<file path="config.mk">
export PLATFORM = sky130hd
export DESIGN_NAME = strobe_sequencer
export DESIGN_NICKNAME = d
export VERILOG_FILES = /design/src/strobe_pkg.sv /design/src/bbm_switch.sv /design/src/strobe_sequencer.sv
export SDC_FILE = /design/constraint.sdc
export NUM_CORES = 1
export LEC_CHECK = 0
export BUFFER_PORTS_ARGS = -buffer_cell sky130_fd_sc_hd__buf_2
export CAP_MARGIN = 30
export CELL_PAD_IN_SITES_DETAIL_PLACEMENT = 1
export CELL_PAD_IN_SITES_GLOBAL_PLACEMENT = 2
export CORE_MARGIN = 2
export CORE_UTILIZATION = 37
export CTS_BUF_LIST = sky130_fd_sc_hd__clkbuf_8
export DETAILED_ROUTE_END_ITERATION = 10
export GPL_TIMING_DRIVEN = 0
export PLACE_DENSITY = 0.8
export SETUP_SLACK_MARGIN = 0.1
export SLEW_MARGIN = 5
export SYNTH_ARGS = -nofsm -noshare
export SYNTH_HDL_FRONTEND = slang
export SYNTH_SLANG_ARGS = --single-unit
</file>
<file path="constraint.sdc">
create_clock -name CLOCK -period 4.4 [get_ports CLOCK]
set_input_delay 0.88 -clock CLOCK [delete_from_list [all_inputs] [get_ports CLOCK]]
set_output_delay 0.88 -clock CLOCK [all_outputs]
set_load 0.005 [all_outputs]
</file>
<file path="src/strobe_pkg.sv">
// constants for the rail sequencer and strobe decoder
package strobe_pkg;
   localparam int CLK_HZ = 100_000_000;
   localparam int OFFSET_DELAY_MS = 100;
   localparam int RAIL_GAP_MS = 10;
   localparam int OFFSET_DELAY_CYC = (CLK_HZ / 1000) * OFFSET_DELAY_MS;
   localparam int RAIL_GAP_CYC = (CLK_HZ / 1000) * RAIL_GAP_MS;
   localparam int CNT_W = 24;
   localparam int SW_N = 6;
   localparam int CODE_W = 10;
   localparam int BBM_W = 8;
   localparam logic [7:0] BBM_RESET = 8'h10;
   localparam logic [CODE_W-1:0] CODE_RESET = 10'h100;
   localparam logic [SW_N-1:0] SW_ALL_OPEN = 6'h00;
   // switch patterns, bit 0 is led_switch_one
   localparam logic [SW_N-1:0] MAP0_SEL0 = 6'h07;
   localparam logic [SW_N-1:0] MAP0_SEL1 = 6'h0F;
   localparam logic [SW_N-1:0] MAP0_SEL2 = 6'h17;
   localparam logic [SW_N-1:0] MAP0_SEL3 = 6'h27;
   localparam logic [SW_N-1:0] MAP1_SEL0 = 6'h00;
   localparam logic [SW_N-1:0] MAP1_SEL1 = 6'h21;
   localparam logic [SW_N-1:0] MAP1_SEL2 = 6'h1C;
   localparam logic [SW_N-1:0] MAP1_SEL3 = 6'h1A;
   // apb map
   localparam logic [7:0] ADDR_CTRL = 8'h00;
   localparam logic [7:0] ADDR_BBM = 8'h04;
   localparam logic [7:0] ADDR_CODE4 = 8'h08;
   localparam logic [7:0] ADDR_CODE5 = 8'h0C;
   localparam logic [7:0] ADDR_CODE6 = 8'h10;
   localparam logic [7:0] ADDR_STATUS = 8'h14;
   localparam int CTRL_MAP_BIT = 0;
   localparam int CTRL_REG_EN_BIT = 1;
   localparam int CTRL_LED_EN_BIT = 2;
   typedef enum logic [2:0]
   {
      ST_OFF = 3'b000,
      ST_WAIT_OFS = 3'b001,
      ST_WAIT_REST = 3'b010,
      ST_ACTIVE = 3'b011,
      ST_FAULT = 3'b100
   } seq_state_t;
endpackage : strobe_pkg

</file>
<file path="src/bbm_switch.sv">
// break-before-make switch driver
`timescale 1ns/1ns
`default_nettype none
module bbm_switch
(
   input wire logic clk,
   input wire logic rst,
   input wire logic [strobe_pkg::SW_N-1:0] target,
   input wire logic [strobe_pkg::BBM_W-1:0] dead_cycles,
   output logic [strobe_pkg::SW_N-1:0] sw_q,
   output logic busy
);
   logic [strobe_pkg::BBM_W-1:0] cnt_q;
   logic waiting_q;
   wire logic [strobe_pkg::SW_N-1:0] keep = sw_q & target;
   wire logic opening = (sw_q & ~target) != strobe_pkg::SW_ALL_OPEN;
   wire logic closing = (target & ~sw_q) != strobe_pkg::SW_ALL_OPEN;
   assign busy = waiting_q;

   always_ff @(posedge clk or posedge rst)
   begin
      if (rst)
      begin
         sw_q <= 6'h00;
         cnt_q <= 8'h00;
         waiting_q <= 1'b0;
      end
      else if (opening)
      begin
         sw_q <= keep;
         cnt_q <= dead_cycles;
         waiting_q <= 1'b1;
      end
      else if (waiting_q && cnt_q != 8'h00)
         cnt_q <= cnt_q - 8'h01;
      else if (closing)
      begin
         sw_q <= target;
         waiting_q <= 1'b0;
      end
      else
         waiting_q <= 1'b0;
   end
endmodule : bbm_switch
`default_nettype wire

</file>
<file path="src/strobe_sequencer.sv">
// rail sequencer and rgb strobe decoder with apb registers
`timescale 1ns/1ns
`default_nettype none
module strobe_sequencer
#(
   // sequencing counts; defaults are the real delays, a bench may shorten them
   parameter int OFS_CYC = strobe_pkg::OFFSET_DELAY_CYC,
   parameter int GAP_CYC = strobe_pkg::RAIL_GAP_CYC
)
(
   input wire logic CLOCK,
   input wire logic RST,
   input wire logic POWER_REQUEST_PIN,
   input wire logic [1:0] COLOUR_SELECT,
   input wire logic RAIL_FAULT,
   input wire logic PSEL,
   input wire logic PENABLE,
   input wire logic PWRITE,
   input wire logic [7:0] PADDR,
   input wire logic [31:0] PWDATA,
   output logic [31:0] PRDATA,
   output logic PREADY,
   output logic PSLVERR,
   output logic MIRROR_OFFSET_RAIL,
   output logic MIRROR_BIAS_RAIL,
   output logic MIRROR_RESET_RAIL,
   output logic LED_DRIVER_EN,
   output logic [5:0] LED_SWITCH,
   output logic [9:0] CURRENT_CODE,
   output logic CODE_VALID
);
   // ----------------------------------------
   // input synchronisers
   // ----------------------------------------
   logic [3:0] sync1_q;
   logic [3:0] sync2_q;
   always_ff @(posedge CLOCK or posedge RST)
   begin
      if (RST)
      begin
         sync1_q <= 4'h0;
         sync2_q <= 4'h0;
      end
      else
      begin
         sync1_q <= {RAIL_FAULT, COLOUR_SELECT, POWER_REQUEST_PIN};
         sync2_q <= sync1_q;
      end
   end
   wire logic req = sync2_q[0];
   wire logic [1:0] sel = sync2_q[2:1];
   wire logic fault = sync2_q[3];

   // ----------------------------------------
   // registers
   // ----------------------------------------
   logic [2:0] ctrl_q;
   logic [7:0] bbm_q;
   logic [9:0] code4_q;
   logic [9:0] code5_q;
   logic [9:0] code6_q;
   logic [31:0] rdata_q;

   // ----------------------------------------
   // apb decode
   // ----------------------------------------
   // read data is taken in setup so it stands by the access edge
   wire logic wr = PSEL && PENABLE && PWRITE;
   wire logic rd = PSEL && !PENABLE && !PWRITE;
   wire logic at_ctrl = PADDR == strobe_pkg::ADDR_CTRL;
   wire logic at_bbm = PADDR == strobe_pkg::ADDR_BBM;
   wire logic at_code4 = PADDR == strobe_pkg::ADDR_CODE4;
   wire logic at_code5 = PADDR == strobe_pkg::ADDR_CODE5;
   wire logic at_code6 = PADDR == strobe_pkg::ADDR_CODE6;
   wire logic at_status = PADDR == strobe_pkg::ADDR_STATUS;
   wire logic hit = at_ctrl || at_bbm || at_code4 || at_code5 || at_code6 || at_status;
   // writes land at the access edge only, never in setup
   wire logic wr_ctrl = wr && at_ctrl;
   wire logic wr_bbm = wr && at_bbm;
   wire logic wr_code4 = wr && at_code4;
   wire logic wr_code5 = wr && at_code5;
   wire logic wr_code6 = wr && at_code6;
   // no wait states: every access ends in one cycle
   assign PREADY = 1'b1;
   assign PSLVERR = PSEL && PENABLE && !hit;
   assign PRDATA = rdata_q;

   // ----------------------------------------
   // register file
   // ----------------------------------------
   always_ff @(posedge CLOCK or posedge RST)
   begin
      if (RST)
         ctrl_q <= 3'h6;
      else if (wr_ctrl)
         ctrl_q <= PWDATA[2:0];
   end

   // a new delay only affects the next switch change
   always_ff @(posedge CLOCK or posedge RST)
   begin
      if (RST)
         bbm_q <= strobe_pkg::BBM_RESET;
      else if (wr_bbm)
         bbm_q <= PWDATA[7:0];
   end

   always_ff @(posedge CLOCK or posedge RST)
   begin
      if (RST)
         code4_q <= strobe_pkg::CODE_RESET;
      else if (wr_code4)
         code4_q <= PWDATA[9:0];
   end

   always_ff @(posedge CLOCK or posedge RST)
   begin
      if (RST)
         code5_q <= strobe_pkg::CODE_RESET;
      else if (wr_code5)
         code5_q <= PWDATA[9:0];
   end

   always_ff @(posedge CLOCK or posedge RST)
   begin
      if (RST)
         code6_q <= strobe_pkg::CODE_RESET;
      else if (wr_code6)
         code6_q <= PWDATA[9:0];
   end

   // ----------------------------------------
   // power sequence
   // ----------------------------------------
   strobe_pkg::seq_state_t state_q;
   logic [strobe_pkg::CNT_W-1:0] cnt_q;
   wire logic reg_en = ctrl_q[strobe_pkg::CTRL_REG_EN_BIT];
   wire logic led_en = ctrl_q[strobe_pkg::CTRL_LED_EN_BIT];
   wire logic cnt_done = cnt_q == 24'h000000;

   always_ff @(posedge CLOCK or posedge RST)
   begin
      if (RST)
      begin
         state_q <= strobe_pkg::ST_OFF;
         cnt_q <= 24'h000000;
      end
      else if (!req || !reg_en)
      begin
         state_q <= strobe_pkg::ST_OFF;
         cnt_q <= 24'h000000;
      end
      // any fault drops all rails, latched until request toggles or reg_en is cleared
      else if (fault && state_q != strobe_pkg::ST_OFF)
         state_q <= strobe_pkg::ST_FAULT;
      else
      begin
         case (state_q)
            strobe_pkg::ST_OFF:
            begin
               state_q <= strobe_pkg::ST_WAIT_OFS;
               cnt_q <= strobe_pkg::CNT_W'(OFS_CYC - 1);
            end
            // 100 ms then offset, 10 ms then the rest
            strobe_pkg::ST_WAIT_OFS:
               if (cnt_done)
               begin
                  state_q <= strobe_pkg::ST_WAIT_REST;
                  cnt_q <= strobe_pkg::CNT_W'(GAP_CYC - 1);
               end
               else
                  cnt_q <= cnt_q - 24'h000001;
            strobe_pkg::ST_WAIT_REST:
               if (cnt_done)
                  state_q <= strobe_pkg::ST_ACTIVE;
               else
                  cnt_q <= cnt_q - 24'h000001;
            strobe_pkg::ST_ACTIVE:
               state_q <= strobe_pkg::ST_ACTIVE;
            strobe_pkg::ST_FAULT:
               state_q <= strobe_pkg::ST_FAULT;
            default:
               state_q <= strobe_pkg::ST_OFF;
         endcase
      end
   end

   // ----------------------------------------
   // rail outputs
   // ----------------------------------------
   logic ofs_q;
   logic rest_q;
   always_ff @(posedge CLOCK or posedge RST)
   begin
      if (RST)
      begin
         ofs_q <= 1'b0;
         rest_q <= 1'b0;
      end
      else
      begin
         ofs_q <= state_q == strobe_pkg::ST_WAIT_REST || state_q == strobe_pkg::ST_ACTIVE;
         rest_q <= state_q == strobe_pkg::ST_ACTIVE;
      end
   end
   // all rails drop together via one state
   assign MIRROR_OFFSET_RAIL = ofs_q && state_q != strobe_pkg::ST_FAULT;
   assign MIRROR_BIAS_RAIL = rest_q && state_q != strobe_pkg::ST_FAULT;
   assign MIRROR_RESET_RAIL = rest_q && state_q != strobe_pkg::ST_FAULT;

   // decoder only after all rails up
   wire logic dec_en = rest_q && state_q == strobe_pkg::ST_ACTIVE && led_en;
   assign LED_DRIVER_EN = dec_en;

   // ----------------------------------------
   // strobe decoder
   // ----------------------------------------
   // map bit picks the package wiring
   wire logic map1 = ctrl_q[strobe_pkg::CTRL_MAP_BIT];
   wire logic [5:0] pat0 = sel == 2'h0 ? strobe_pkg::MAP0_SEL0 :
      sel == 2'h1 ? strobe_pkg::MAP0_SEL1 :
      sel == 2'h2 ? strobe_pkg::MAP0_SEL2 : strobe_pkg::MAP0_SEL3;
   wire logic [5:0] pat1 = sel == 2'h0 ? strobe_pkg::MAP1_SEL0 :
      sel == 2'h1 ? strobe_pkg::MAP1_SEL1 :
      sel == 2'h2 ? strobe_pkg::MAP1_SEL2 : strobe_pkg::MAP1_SEL3;
   wire logic [5:0] target = !dec_en ? strobe_pkg::SW_ALL_OPEN : map1 ? pat1 : pat0;
   wire logic [9:0] code_sel = sel == 2'h1 ? code4_q : sel == 2'h2 ? code5_q : code6_q;
   wire logic code_ok = dec_en && sel != 2'h0;

   // ----------------------------------------
   // current code
   // ----------------------------------------
   // registered so the setpoint never glitches between colours
   always_ff @(posedge CLOCK or posedge RST)
   begin
      if (RST)
      begin
         CURRENT_CODE <= 10'h000;
         CODE_VALID <= 1'b0;
      end
      else
      begin
         CURRENT_CODE <= code_ok ? code_sel : 10'h000;
         CODE_VALID <= code_ok;
      end
   end

   logic bbm_busy;
   bbm_switch u_bbm
   (
      .clk(CLOCK),
      .rst(RST),
      .target(target),
      .dead_cycles(bbm_q),
      .sw_q(LED_SWITCH),
      .busy(bbm_busy)
   );

   // ----------------------------------------
   // read data
   // ----------------------------------------
   wire logic [31:0] status = {24'h000000, bbm_busy, dec_en, rest_q, ofs_q, 1'b0, state_q};
   // unmapped reads return zero alongside the slave error
   wire logic [31:0] rd_mux = at_ctrl ? {29'h00000000, ctrl_q} :
      at_bbm ? {24'h000000, bbm_q} :
      at_code4 ? {22'h000000, code4_q} :
      at_code5 ? {22'h000000, code5_q} :
      at_code6 ? {22'h000000, code6_q} :
      at_status ? status : 32'h00000000;

   always_ff @(posedge CLOCK or posedge RST)
   begin
      if (RST)
         rdata_q <= 32'h00000000;
      else if (rd)
         rdata_q <= rd_mux;
   end
endmodule : strobe_sequencer
`default_nettype wire

</file>
# Yosys cells after proc, flatten, opt, wreduce, memory -nomap -nowiden
# Cells that the tools add are included.
# totals
ff_bits,136
latchBits,0
ram_bits,0
mem_bits_ro,0
wordCells,119
mem_count,0
# op_classes
addsub,2
mul,0
div,0
magnitude_cmp,0
n_eq_ne,17
n_shift,0
n_mux,34
bitwise,5
n_reduce_logical,44
# op_table
op,n
two-way mux 24 bit,4
two-way mux 10 bit,8
case mux 24 bit (3 select lines),1
two-way mux 6 bit,10
logical NOT 24 bit,1
two-way mux 8 bit,3
"subtractor 24 x 1 -> 24 bit, second input constant",1
bitwise AND 6 bit,3
logical AND 1 bit,17
"== test 8 x 4 -> 1 bit, second input constant",2
"== test 8 x 5 -> 1 bit, second input constant",2
two-way mux 3 bit,5
case mux 3 bit (5 select lines),1
inverter 6 bit,2
nonzero test 6 bit,2
"== test 8 x 3 -> 1 bit, second input constant",1
logical NOT 8 bit,1
"inequality test 4 bit, second input constant",2
nonzero test 8 bit,1
"subtractor 8 x 1 -> 8 bit, second input constant",1
logical OR 1 bit,7
"== test 3 x 2 -> 1 bit, second input constant",2
"inequality test 3 bit, second input constant",2
nonzero test 2 bit,3
other kinds (14),20

# Depth between registers and ports, before layout
# logic_depth
word_depth,11
ltp_mapped,9

# Modules after synthesis
# A second synthesis with hierarchy kept.
# hier_totals
hier_cells,579
area_unflattened_um2,6223.5
# modules_own_cells
mod,instances,cells_per_inst,area_each_um2,seq_area_each_um2
strobe_sequencer,1,506,5401.4,2484.9
bbm_switch,1,73,822.0,375.4

# Least setup slack after synthesis
# Ideal clock, no wire load.
# synth_timing
path_kind,input -> register
start,input PADDR[6]
end,register bbm_q[0]
setup_ns,0.125
t_arrival_ns,2.777
setup_slack_ns,1.498
cell_stages,6
path_buffers,1
cell_sequence,or4_4 > or2_1 > buf_6 > or4b_4 > nor2_8 > mux2_2
# synth_between
elab_chain_cells,2
# synth_lines
item,line,text
start: declaration,strobe_sequencer.sv:19,"input wire logic [7:0] PADDR,"
== test 8 x 3 -> 1 bit,strobe_sequencer.sv:71,wire logic at_bbm = PADDR == strobe_pkg::ADDR_BBM;
logical AND 1 bit,strobe_sequencer.sv:79,wire logic wr_bbm = wr && at_bbm;
end signal: assignment,strobe_sequencer.sv:103,bbm_q <= strobe_pkg::BBM_RESET;
end signal: assignment,strobe_sequencer.sv:105,bbm_q <= PWDATA[7:0];
end: declaration,strobe_sequencer.sv:58,logic [7:0] bbm_q;
# Every way passes these cells.
# A chain may end at the register's enable or synchronous reset.

# Final worst setup path
# layout_timing
start,input PADDR[6]
end,output PSLVERR
# layout_between
elab_chain_cells,8
elab_cells_between_ends,13
# layout_lines
item,line,text
== test 8 x 3 -> 1 bit / logical NOT 8 bit (equally long branches),"strobe_sequencer.sv:71, strobe_sequencer.sv:70",
logical OR 1 bit (4 in a row),strobe_sequencer.sv:76,wire logic hit = at_ctrl || at_bbm || at_code4 || at_code5 || at_code6 || at_status;
logical OR 1 bit (*),strobe_sequencer.sv:76,
logical NOT 1 bit (*),strobe_sequencer.sv:85,assign PSLVERR = PSEL && PENABLE && !hit;
logical AND 1 bit (*),strobe_sequencer.sv:85,
end: declaration,strobe_sequencer.sv:23,"output logic PSLVERR,"
# Mark *: on every way between the ends. The rest lies on a longest branch, timed or not.

==> flow_summary_export.csv <==
group,metric,value,unit
pwr,vdd.ir_drop.worst,0.0002078,V
clock_network,cts_hold_buf,0,
timing,worst_slew_pin_slew,0.9599,ns
yosys,synth_top_area_share,43.38,%
yosys,seq_area_frac_synth,45.91,%
yosys,synth_ff_type,"dfrtp_1",
global_route,globalRouteOverflowTotal,0,
clock_network,cts_made_buffers,17,
route,drcViolationCount,0,
yosys,syn_inst,621,
floorplan,rows,47,
timing,whs,0.3488,ns
timing,rsz0062_at_grt,"false",
global_route,met3_usage,3.539,%
route,wl,17880,µm
timing,setup_violations,0,
clock_network,post-cts-setup-buffers,0,
clock_network,clkSlewWorstSetupHoldPaths,0.06,ns
yosys,synth_area_leaders,"dfrtp_1 43%, mux2_2 9.2%, a21oi_1 3.5%, mux2i_1 3.4%, nor2_1 3.4%",
worst_setup_path,crit_type,"in -> out",
worst_setup_path,rr_worst_depth,5,
timing,maxSlewHeadroom,35.11,%
clock_network,cts_resized,0,
floorplan,io_pins,104,
worst_setup_path,endpoint_kind,"primary output",
outcome,status,"finished, final reports clean",
global_route,antenna_found_initial,0,
yosys,async_reset_ff_share,100.0,%
min_path,hold_path.class,"reg -> reg",
worst_setup_path,worstPathArrival,2.23,ns
route,drt_first_pass_iters,5,
worst_setup_path,crit_required,3.52,ns
finish,final_net_count,771,
placement,pre_cts_slack,1.130,ns
global_route,use_met2,32.45,%
yosys,syn_area,6230,µm²
global_route,grt-busiest-layer,"met2",
min_path,hold_depth,0,
finish,drive_above_1_share,25.58,%
placement,io_buffers,56,
floorplan,dieArea,17890,µm²
finish,area_delta_synth_final,16.47,%
route,wl_per_cell,18.80,µm
timing,fmax,321.1,MHz
yosys,syn_avg_cell_area,10.03,µm²
yosys,synth.distinct_cells,73,
global_route,grt_usage,20.93,%
placement,dpl.hpwl,12910,µm
timing,clock_skew,0.01449,ns
yosys,synth_edf_count,0,
timing,final.period_utilization,70.77,%
global_route,grt_pass1_wl,28920,µm
floorplan,core,16520,µm²
floorplan,die_width,133.8,µm
yosys,synth_warnings,0,
timing,period_needed,3.114,ns
floorplan,start_util,37.70,%
timing,hold_viol,0,
finish,fin_cells,951,
placement,dp.cells,919,
placement,place_congestion,0.8705,
clock_network,cts_tree,"done",
flow_run,maxCapViolations,0,
pwr,power_density,300.4,nW/µm²
global_route,grt_pass1_vias,5251,
finish,fill_cells,1926,
route,viasPerCell,5.465,
global_route,grt_use_met1,29.58,%
route,drt-initial-drc-count,245,
clock_network,worstSkewPairLatency,0.46,ns
route,ant_nets,0,
timing,drv_slew,0,
global_route,grt_max_degree,67,
pwr,p_leak,3.549,nW
clock_network,clock-sinks,114,
finish,diodes,0,
clock_network,clockBufferDepth,2,
yosys,synth_seq_cells,114,
worst_setup_path,crit_path_start_kind,"input port",
clock_network,clockRootBuffer,"clkbuf_8",
route,num_vias,5197,
timing,fin_ws,1.286,ns
worst_setup_path,worstPathMaxFanout,6,
floorplan,fp.dieH,133.8,µm
yosys,yosys.area.top_type,"dfrtp_1",
clock_network,htreeDepth,4,
## final timing paths
kind | startpoint | to | slack, ns
worst max-delay path | PADDR[6] | PSLVERR | 1.29
max in group asynchronous | RST | bbm_q[4] | 3.23
min in group asynchronous | RST | code6_q[9] | 0.45
worst min register to register | sync1_q[3] | sync2_q[3] | 0.35
worst min-delay path | sync1_q[3] | sync2_q[3] | 0.35
worst max register to register | cnt_q[7] | cnt_q[13] | 1.46
## area by class of cell
class                      count  area, µm²  share of cell area (%)
clock buffer                  19      261.5                   3.604
multi-input combinational    457       3078                   42.42
sequential                   114       2860                   39.42
buffer                        56      314.1                   4.328
inverter                      15      61.31                  0.8450
clock inverter                13      97.59                   1.345
tap                          220      275.3                   3.794
timing repair buffer          57      307.8                   4.242
## synth_stat cells, types with 5 or more instances
cell and number:
and3_1 5, o22ai_1 7, inv_1 14, mux2_2 51, or3_1 9, nand2b_1 7, nand3_1 9, nand4_1 7
nor3_1 10, nor3b_1 6, a31oi_1 18, buf_4 24, nor4_1 7, buf_2 5, o21a_1 12, a21oi_1 43
a32o_1 6, nor2b_1 11, o21ai_0 28, o31ai_1 6, nor2_1 56, xnor2_1 5, mux2i_1 21, nand2_1 36
dfrtp_1 108, dfstp_2 6, clkbuf_1 22
## layer usage
layer	up-vias	part of all wire, %
li1	2425	-
met1	2619	49
met2	134	46
met3	19	3.8
met4	0	1.3
met5	-	0
## critical path, cell delays in order
cell and delay, ns:
buf_2 0.09, or4_4 0.54, nor2_1 0.44, a21oi_1 0.13, buf_2 0.15
## cell usage in the layout, fill, tap and decap left out, types with 5 or more instances in the layout
master,Yosys,routed
dfrtp_1,108,108
buf_2,5,61
nor2_1,56,56
mux2_2,51,51
a21oi_1,43,43
nand2_1,36,36
o21ai_0,28,28
buf_4,24,24
conb_1,2,23
clkbuf_1,22,22
mux2i_1,21,21
clkbuf_8,0,19
a31oi_1,18,18
inv_1,14,17
o21a_1,12,12
nor2b_1,11,11
nor3_1,10,10
or3_1,9,9
nand3_1,9,9
nand2b_1,7,7
nand4_1,7,7
o22ai_1,7,7
nor4_1,7,7
nor3b_1,6,6
o31ai_1,6,6
a32o_1,6,6
dfstp_2,6,6
and3_1,5,5
xnor2_1,5,5
clkinvlp_4,0,5
## flip-flops by register name, indices dropped and copies added (netlist names), 4 cells and up
name,cells
code4_q,10
cnt_q,24
CURRENT_CODE,10
PRDATA,10
sync2_q,4
u_bbm.sw_q,6
sync1_q,4
u_bbm.cnt_q,8
code6_q,10
bbm_q,8
code5_q,10
## report_power, final
| group | leakage (nW) | internal [mW] | switching (mW) | total (mW) |
|---|---|---|---|---|
| sequential | 1.54 | 1.07 | 0.0145 | 1.08 |
| clock | 0.185 | 0.463 | 0.446 | 0.909 |
| combinational | 1.83 | 0.0707 | 0.117 | 0.188 |
## logic make-up after synthesis
logic type | count (synthesis) | synth area share (%)
XOR/XNOR | 6 | 0.8435
AND/OR/NAND/NOR | 194 | 17.13
multiplexers | 72 | 12.59
buffers and inverters | 71 | 5.945
AO/OA/AOI/OAI | 157 | 16.49
adder cells (fa/ha/maj) | 5 | 0.9641
flip-flops | 114 | 45.91
other | 2 | 0.1206
## stage by stage
stage,utilization [%],area (µm²),power (mW),setup TNS [ns]
after floorplan,-,6309,1.218,0
after global placement,41.54,6864,1.281,-96.05
after detailed placement,41.74,6897,1.289,0
after CTS,43.91,7256,2.208,0
after global routing,43.91,7256,2.276,0
final,43.91,7256,2.179,0
Note: power is estimated with default switching activity, not from simulation.
